$ cat src/rtl/cll_pkg.sv
// Constants for the comparator logic table bank.
// Assumes a single system clock and no software register bus.
package cll_pkg;

	// ----------------------------------------------------------------
	// Sizes
	// ----------------------------------------------------------------
	localparam int unsigned NUM_LUT  = 4;   // Table instances
	localparam int unsigned NUM_CMP  = 4;   // Comparator outputs
	localparam int unsigned FUNC_W   = 4;   // Function word width
	localparam int unsigned SEL_W    = 2;   // Comparator select width

	// ----------------------------------------------------------------
	// Reset values and function codes
	// ----------------------------------------------------------------
	localparam logic [3:0] FUNC_RST   = 4'h0;
	localparam logic [3:0] FUNC_ZERO  = 4'h0;
	localparam logic [3:0] FUNC_AND   = 4'h1;
	localparam logic [3:0] FUNC_ANB   = 4'h2;
	localparam logic [3:0] FUNC_A     = 4'h3;
	localparam logic [3:0] FUNC_NAB   = 4'h4;
	localparam logic [3:0] FUNC_B     = 4'h5;
	localparam logic [3:0] FUNC_XOR   = 4'h6;
	localparam logic [3:0] FUNC_OR    = 4'h7;
	localparam logic [3:0] FUNC_NOR   = 4'h8;
	localparam logic [3:0] FUNC_XNOR  = 4'h9;
	localparam logic [3:0] FUNC_NB    = 4'ha;
	localparam logic [3:0] FUNC_AONB  = 4'hb;
	localparam logic [3:0] FUNC_NA    = 4'hc;
	localparam logic [3:0] FUNC_NAOB  = 4'hd;
	localparam logic [3:0] FUNC_NAND  = 4'he;
	localparam logic [3:0] FUNC_ONE   = 4'hf;
	localparam logic [1:0] SEL_RST    = 2'h0;

endpackage

$ cat src/rtl/cll_cell.sv
// One two-input logic table, purely combinational.
// Assumes inputs and function word are already synchronous.
`timescale 1ns/1ps
module cll_cell
	import cll_pkg::*;
(
	input  wire logic [FUNC_W-1:0] func,
	input  wire logic              in_a,
	input  wire logic              in_b,
	output logic                   out_y
);

	// Word bit picked by inverted inputs; A=B=0 picks bit 3
	always_comb begin
		out_y = func[{~in_a, ~in_b}];
	end

endmodule // cll_cell

$ cat src/rtl/cll_bank.sv
// Bank of four comparator logic tables with input routing.
// Holds the function words, routing selects and the table outputs.
// Assumes comparator outputs are asynchronous; fabric samples clk_sys.
// Assumes the config strobe comes from logic on clk_sys.
`timescale 1ns/1ps
module cll_bank
	import cll_pkg::*;
(
	input  wire logic                      clk_sys,
	input  wire logic                      rst,
	input  wire logic                      clk_en,
	input  wire logic [NUM_CMP-1:0]        cmp_out,
	input  wire logic                      cfg_we,
	input  wire logic [1:0]                cfg_idx,
	input  wire logic [FUNC_W-1:0]         cfg_func,
	input  wire logic [SEL_W-1:0]          cfg_sel_a,
	input  wire logic [SEL_W-1:0]          cfg_sel_b,
	output logic      [NUM_LUT-1:0]        lut_out,
	output logic      [NUM_LUT*FUNC_W-1:0] func_rd
);

	// ----------------------------------------------------------------
	// Helper functions
	// ----------------------------------------------------------------

	// True when a write strobe targets table idx
	function automatic logic cfg_hit(
		input logic       we,
		input logic [1:0] wr_idx,
		input logic [1:0] idx
	);
		return we && (wr_idx == idx);
	endfunction

	// Level of one comparator chosen by a routing select
	function automatic logic cmp_pick(
		input logic [NUM_CMP-1:0] lvl,
		input logic [SEL_W-1:0]   sel
	);
		return lvl[sel];
	endfunction

	// ----------------------------------------------------------------
	// Comparator input synchroniser
	// ----------------------------------------------------------------
	logic [NUM_CMP-1:0] cmp_s1_q;
	logic [NUM_CMP-1:0] cmp_s1_d;
	logic [NUM_CMP-1:0] cmp_s2_q;
	logic [NUM_CMP-1:0] cmp_s2_d;

	// Two stages before any logic reads comparator levels
	always_comb begin
		cmp_s1_d = cmp_out;
		cmp_s2_d = cmp_s1_q;
	end

	// Levels switch at any time; only stage two is read
	always_ff @(posedge clk_sys or posedge rst) begin
		if (rst) begin
			cmp_s1_q <= '0;
			cmp_s2_q <= '0;
		end else if (clk_en) begin
			cmp_s1_q <= cmp_s1_d;
			cmp_s2_q <= cmp_s2_d;
		end
	end

	// ----------------------------------------------------------------
	// Write decode
	// ----------------------------------------------------------------
	logic [NUM_LUT-1:0] wr_hit;

	// One-hot target of the write strobe
	always_comb begin
		for (int i = 0; i < NUM_LUT; i++) begin
			wr_hit[i] = cfg_hit(cfg_we, cfg_idx, 2'(i));
		end
	end

	// ----------------------------------------------------------------
	// Configuration storage: function words
	// ----------------------------------------------------------------
	logic [FUNC_W-1:0] func_q [NUM_LUT];
	logic [FUNC_W-1:0] func_d [NUM_LUT];

	// Indexed write of one table's function word
	always_comb begin
		for (int i = 0; i < NUM_LUT; i++) begin
			if (wr_hit[i]) begin
				func_d[i] = cfg_func;
			end else begin
				func_d[i] = func_q[i];
			end
		end
	end

	// Words reset to the constant-zero code
	always_ff @(posedge clk_sys or posedge rst) begin
		if (rst) begin
			for (int i = 0; i < NUM_LUT; i++) begin
				func_q[i] <= FUNC_RST;
			end
		end else if (clk_en) begin
			for (int i = 0; i < NUM_LUT; i++) begin
				func_q[i] <= func_d[i];
			end
		end
	end

	// ----------------------------------------------------------------
	// Configuration storage: routing selects
	// ----------------------------------------------------------------
	logic [SEL_W-1:0] sela_q [NUM_LUT];
	logic [SEL_W-1:0] sela_d [NUM_LUT];
	logic [SEL_W-1:0] selb_q [NUM_LUT];
	logic [SEL_W-1:0] selb_d [NUM_LUT];

	// Selects follow the word: same index, same edge
	always_comb begin
		for (int i = 0; i < NUM_LUT; i++) begin
			if (wr_hit[i]) begin
				sela_d[i] = cfg_sel_a;
				selb_d[i] = cfg_sel_b;
			end else begin
				sela_d[i] = sela_q[i];
				selb_d[i] = selb_q[i];
			end
		end
	end

	// Both inputs start on comparator 0
	always_ff @(posedge clk_sys or posedge rst) begin
		if (rst) begin
			for (int i = 0; i < NUM_LUT; i++) begin
				sela_q[i] <= SEL_RST;
				selb_q[i] <= SEL_RST;
			end
		end else if (clk_en) begin
			for (int i = 0; i < NUM_LUT; i++) begin
				sela_q[i] <= sela_d[i];
				selb_q[i] <= selb_d[i];
			end
		end
	end

	// ----------------------------------------------------------------
	// Input routing
	// ----------------------------------------------------------------
	logic [NUM_LUT-1:0] lut_a;
	logic [NUM_LUT-1:0] lut_b;

	// Any synchronised comparator to either input
	always_comb begin
		for (int i = 0; i < NUM_LUT; i++) begin
			lut_a[i] = cmp_pick(cmp_s2_q, sela_q[i]);
			lut_b[i] = cmp_pick(cmp_s2_q, selb_q[i]);
		end
	end

	// ----------------------------------------------------------------
	// Tables
	// ----------------------------------------------------------------
	logic [NUM_LUT-1:0] lut_y;

	// One table per instance; codes per the function set
	for (genvar g = 0; g < NUM_LUT; g++) begin : g_lut
		cll_cell u_cell (
			.func  (func_q[g]),
			.in_a  (lut_a[g]),
			.in_b  (lut_b[g]),
			.out_y (lut_y[g])
		);
	end

	// ----------------------------------------------------------------
	// Output registers
	// ----------------------------------------------------------------
	logic [NUM_LUT-1:0]        lut_out_d;
	logic [NUM_LUT*FUNC_W-1:0] func_rd_d;

	// Table levels toward the fabric
	always_comb begin
		lut_out_d = lut_y;
	end

	// Outputs leave from flops, one cycle after the tables
	always_ff @(posedge clk_sys or posedge rst) begin
		if (rst) begin
			lut_out <= '0;
		end else if (clk_en) begin
			lut_out <= lut_out_d;
		end
	end

	// Word readback, table i in nibble i
	always_comb begin
		for (int i = 0; i < NUM_LUT; i++) begin
			func_rd_d[i*FUNC_W +: FUNC_W] = func_q[i];
		end
	end

	// Readback follows the stored words by one edge
	always_ff @(posedge clk_sys or posedge rst) begin
		if (rst) begin
			func_rd <= '0;
		end else if (clk_en) begin
			func_rd <= func_rd_d;
		end
	end

endmodule // cll_bank

$ cat config.mk
export PLATFORM = sky130hd
export DESIGN_NAME = cll_bank
export DESIGN_NICKNAME = d
export VERILOG_FILES = /design/src/rtl/cll_pkg.sv /design/src/rtl/cll_cell.sv /design/src/rtl/cll_bank.sv
export SDC_FILE = /design/constraint.sdc
export NUM_CORES = 1
export LEC_CHECK = 0
export ABC_AREA = 1
export BUFFER_PORTS_ARGS = -buffer_cell sky130_fd_sc_hd__buf_2
export CORE_MARGIN = 3
export CORE_UTILIZATION = 50
export CTS_BUF_LIST = sky130_fd_sc_hd__clkbuf_8
export CTS_CLUSTER_DIAMETER = 100
export CTS_CLUSTER_SIZE = 28
export DETAILED_ROUTE_END_ITERATION = 16
export PLACE_DENSITY = 0.74
export SLEW_MARGIN = 5
export SYNTH_ARGS = -nofsm -noshare
export SYNTH_HDL_FRONTEND = slang
export SYNTH_SLANG_ARGS = --single-unit
export TNS_END_PERCENT = 5
$ cat constraint.sdc
create_clock -name clk_sys -period 1.7 [get_ports clk_sys]
set_clock_uncertainty 0.15 [all_clocks]
set_input_delay 0 -clock clk_sys [delete_from_list [all_inputs] [get_ports clk_sys]]
set_output_delay 0 -clock clk_sys [all_outputs]
set_load 0.01 [all_outputs]
---- Yosys cells after proc, flatten, opt, wreduce, memory -nomap -nowiden ----
Index checks and enable logic that the tools add are counted.
storage, ports and cells
  bits in registers ....................... 60
  bits in latches ......................... 0
  RAM bits ................................ 0
  bits in read-only memories .............. 0
  input port bits ......................... 18
  output and inout bits ................... 20
  logic and storage cells ................. 72
  memories ................................ 0
operators by class
  add/subtract/negate cells ............... 0
  multiply operators ...................... 0
  div/mod/pow operators ................... 0
  magnitude comparators ................... 12
  eq/ne operators ......................... 3
  shift-type cells ........................ 0
  muxes and demuxes ....................... 24
  bitwise gates (word level) .............. 8
  reduce and logical (&&, ||, !) cells .... 9
operators with widths
  cell                                                 number
  < comparator 2 x 3 -> 1 bit, second input constant   12
  binary-select mux 1 bit (select 2 bit)               12
  2-to-1 mux 1 bit                                     12
  inverter 1 bit                                       8
  AND reduction 2 bit                                  4
  equality test 2 bit, second input constant           2
  logical AND 1 bit                                    4
  equality test 2 x 1 -> 1 bit, second input constant  1
  logical NOT 2 bit                                    1

---- Longest topological paths before layout ----
  depth after elaboration ................. 5
  mapped depth ............................ 9
  mapped depth without buffers ............ 9

---- By module ----
A second synthesis with hierarchy kept.
second synthesis, totals
  cell total of the unflattened synthesis .. 379
  area total of the unflattened synthesis .. 2905.3 µm²
modules (own cells, without submodules)
  module    times used  cells an instance  area an instance (µm²)  sequential area each (µm²)
  cll_bank  1           327                2700.1                  1501.4
  cll_cell  4           13                 51.3                    0.0

---- Worst setup path before layout ----
OpenSTA, ideal clock, no wires.
  kind .................................... register -> register
  start ................................... register cmp_s2_q[1]
  end ..................................... register lut_out[0]
  library setup time ...................... 0.117 ns
  arrival ................................. 0.962 ns
  data required time ...................... 1.433 ns
  slack ................................... 0.471 ns
  cell stages (with the launch flop) ...... 10
  path buffers ............................ 1
  clock period less this slack ............ 1.229 ns
  path through ............................ dfrtp_1 -> buf_2 -> nand2_1 -> nand3_1 -> nand2_1 -> nand2_1 -> nand3_1 -> nand2_1 -> nand2_1 -> nand2_1
on the way
  word-level cells in the longest chain between the ends .. 5
  elaborated cells on any way between the ends .. 8
  those cells by class .................... 6 x mux; 2 x bitwise
ends and longest elaborated chain
  what                                        RTL line         text
  start: declaration                          cll_bank.sv:48   logic [NUM_CMP-1:0] cmp_s2_q;
  start signal: assignment                    cll_bank.sv:64   cmp_s2_q <= cmp_s2_d;
  binary-select mux 1 bit (select 2 bit)      cll_bank.sv:40   return lvl[sel];
  2-to-1 mux 1 bit (implied by the code)      cll_bank.sv:40
  inverter 1 bit                              cll_cell.sv:15   out_y = func[{~in_a, ~in_b}];
  binary-select mux 1 bit (select 2 bit) (*)  cll_cell.sv:15
  2-to-1 mux 1 bit (implied by the code) (*)  cll_cell.sv:15
  end signal: assignment                      cll_bank.sv:191  lut_out <= lut_out_d;
  end: declaration                            cll_bank.sv:18   output logic [NUM_LUT-1:0] lut_out,
Mark *: on every way between the ends. The rest lies on a longest branch, timed or not. The select of a mux whose other input is x is not followed.
A chain may end at the register's enable or synchronous reset.

---- Worst setup path in the final report ----
  start ................................... input port cfg_idx[0]
  end ..................................... register sela_q[2] (netlist bit)
on the way
  word-level cells in the longest chain between the ends .. 3
ends and longest elaborated chain
  what                                  RTL line         text
  start: declaration                    cll_bank.sv:14   input wire logic [1:0] cfg_idx,
  equality test 2 bit                   cll_bank.sv:32   return we && (wr_idx == idx);
  logical AND 1 bit                     cll_bank.sv:32
  AND reduction 2 bit (no source line)  --
  end signal: indexed assignment        cll_bank.sv:140  sela_q[i] <= sela_d[i];
  end: declaration                      cll_bank.sv:113  logic [SEL_W-1:0] sela_q [NUM_LUT];
No other way between the ends.

==> results_dict.tcl <==
set metrics [dict create \
    status "finished clean" \
    cts_num_sinks 60 \
    chipHeight_um 80.7 \
    min_path_type "in -> reg" \
    wl_met3_um 372 \
    vias_per_cell 5.02 \
    hold_path.startpoint "clk_en" \
    hpwl_um 4160 \
    wl_met1_um 2940 \
    drt_first_pass_iters 5 \
    yosysTopAreaCell "dfrtp_1" \
    crit_chain "dlygate4sd3_1, buf_2, nor2_4, nand3_4, nand2_1, o21ai_2, dlygate4sd3_1" \
    fin_setup_tns_ns 0 \
    worstReg2RegStart "cmp_s2_q[1]$_DFFE_PP0P_" \
    crit_path_start_kind "primary input" \
    max-vdd-ir-drop_mv 0.618 \
    ys_warn_count 0 \
    wl_um 6330 \
    globalplace.congestion 0.830 \
    io_buffers 37 \
    area_growth_syn_to_layout_pct 24.3 \
    critPathSlowestCell "dlygate4sd3_1" \
    cts.path.max_buffers 2 \
    syn_nets 357 \
    power_leakage_nw 1.80 \
    final.min_clock_period_ns 1.54 \
    clk_pin_slew_ns 0.06 \
    power_mw 4.12 \
    fp.dieArea_um2 6510 \
    rsz0062_at_grt "no" \
    globalRouteOverflowTotal 0 \
    finalSetupViolations 0 \
    grt_pass1_vias 2179 \
    drcViolationCount 0 \
    grt_max_degree 61 \
    syn_inst 339 \
    synth_top_area_share_pct 53.8 \
    die_w_um 80.7 \
    cap_violations 0 \
    post-route-period-util_pct 90.7 \
    drt_iter0_markers 198 \
    cp_max_fo 5 \
    cts_inserted_buffers 9 \
    tightest_slew_ns 0.376 \
    dr_wl_met2_um 2860 \
    clk_latency_ns 0.34 \
    cts_tree "yes" \
    synth_seq_area_share_pct 53.8 \
    synth_cell_types 16 \
    crit_start "cfg_idx[0]" \
    p_per_area_nw_per_um2 1190 \
    nNetsFinal 420 \
    critPathCaptureType "flip-flop" \
    vias 2394 \
    coreArea_um2 5240 \
    wl_per_cell_um 13.3 \
    crit_top_cell "dlygate4sd3_1" \
    critPathArrivalTime_ns 1.61 \
    fillCellCount 430 \
    cts.htree.levels 3 \
    highest_layer "met4" \
    crit_family "buffers and inverters" \
    finalHoldViolCount 0 \
    grt_pass1_wl_um 10600 \
    grt.total_usage_pct 22.2 \
    worst-setup-path-type "in -> reg" \
    syn-cell-area_um2 2790 \
    cts-root-buf "clkbuf_8" \
    required_ns 1.77 \
    num_antenna_cells 0 \
    ys_ff_latch 60 \
    fmax_ghz 0.649 \
    crit_buf_inv 3 \
    initial_core_util_pct 53.2 \
    antenna_found_initial 0 \
    cts-resized-gates 0 \
    slew_viol_final 0 \
    synth_area_leaders "dfrtp_1 54%, nand2_1 16%, o21ai_0 7.0%" \
    ant_nets 0 \
    io_pins 38 \
    syn_avg_cell_area_um2 8.23 \
    drive_gt1_share_pct 20.1 \
    relSlewSlack_pct 74.8 \
    fp-row-count 26 \
    cp_slowest_stage_delay_ns 0.55 \
]
==> cells by family (layout without fill, tap and decap cells) <==
family                 after synthesis  after routing  share of synthesized area (%)
AND/OR/NAND/NOR                    159            159                           24.3
flip-flops                          60             60                           53.8
buffers and inverters               64            132                           9.65
AO/OA/AOI/OAI                       56             56                           12.2
==> flip-flops by register name, summed over array words and instances, names as in the netlist <==
register / flops
selb_q: 8
lut_out: 4
func_q: 16
sela_q: 8
cmp_s2_q: 4
func_rd: 16
cmp_s1_q: 4
==> cell type report <==
type | count | area [um2] | share of cell area [%]
inverter | 51 | 191 | 5.52
clock inverter | 5 | 50.0 | 1.44
tap | 70 | 87.6 | 2.53
sequential | 60 | 1500 | 43.3
timing repair buffer | 65 | 465 | 13.4
multi-input combinational | 215 | 1020 | 29.4
clock buffer | 11 | 151 | 4.37
==> through the flow <==
| stage | area, um2 | utilization (%) | hold slack (ns) | setup slack (ns) | cells |
|---|---|---|---|---|---|
| 6_report | 3470 | 66.2 | 0.0429 | 0.158 | 477 |
| 2_1_floorplan | 2790 | - | -0.0427 | 0.0653 | 339 |
| 5_1_grt | 3470 | 66.2 | 0.0696 | 0.0855 | 477 |
| 3_3_place_gp | 3020 | 57.6 | -0.0694 | 0.379 | 436 |
| 4_1_cts | 3450 | 65.9 | 0.0218 | 0.0121 | 475 |
| 3_5_place_dp | 3020 | 57.6 | -0.0663 | 0.338 | 436 |
==> layer usage <==
metal  GRT usage, %  vias to the layer above
met1           30.6                     1126
met3           3.70                       14
met4           11.8                        0
met5              0                        -
met2           33.5                       71
li1               -                     1183
==> worst register-to-register path, stage by stage, from the launching register on <==
cell and delay [ns]:
dfrtp_1 0.50, nand2_1 0.11, nand3_1 0.13, nand2_1 0.12, nand2_1 0.06, nand3_1 0.06, nand2_1 0.05, nand2_1 0.05
nand2_1 0.04
==> path summary, 6_finish.rpt <==
path                                           end  slack [ns]  cells past startpoint
setup / recovery             sela_q[2]$_DFFE_PP0P_        0.16                      7
min in group asynchronous   lut_out[2]$_DFFE_PP0P_        0.11                      4
max in group asynchronous   func_q[14]$_DFFE_PP0P_        1.03                      4
hold reg to reg            func_rd[14]$_DFFE_PP0P_        0.33                      2
setup reg to reg            lut_out[3]$_DFFE_PP0P_        0.32                      8
hold / removal               func_q[3]$_DFFE_PP0P_        0.04                      5
==> Yosys cell counts <==
cell type	n
o21ai_1	1
nand2_2	1
nand2_1	120
inv_2	1
dfrtp_1	60
clkbuf_1	5
o21ai_2	16
nand3_1	33
nand3_4	1
nor2_2	1
buf_6	3
nand3_2	1
inv_1	50
buf_2	5
o21ai_0	39
nor2_4	2
==> power by group <==
group / internal [mW] / total, mW / switching [mW]
Sequential: 1.70 / 1.89 / 0.188
Clock: 0.746 / 1.30 / 0.549
Combinational: 0.386 / 0.943 / 0.557
==> placed cells by master, fill, tap and decap left out, types with 11 or more instances in the layout <==
cell             n
dlygate4sd3_1   23
clkbuf_8        11
nand3_1         33
inv_1           49
nand2_1        120
o21ai_0         39
o21ai_2         16
buf_2           37
dfrtp_1         60
==> timing repair <==
action                                  CTS  global route
endpoints found under the hold margin   102             0
endpoints found under the setup margin    0             1
hold buffers                             23             0
buffers inserted                          0             2
(Power assumes the default switching activity.)
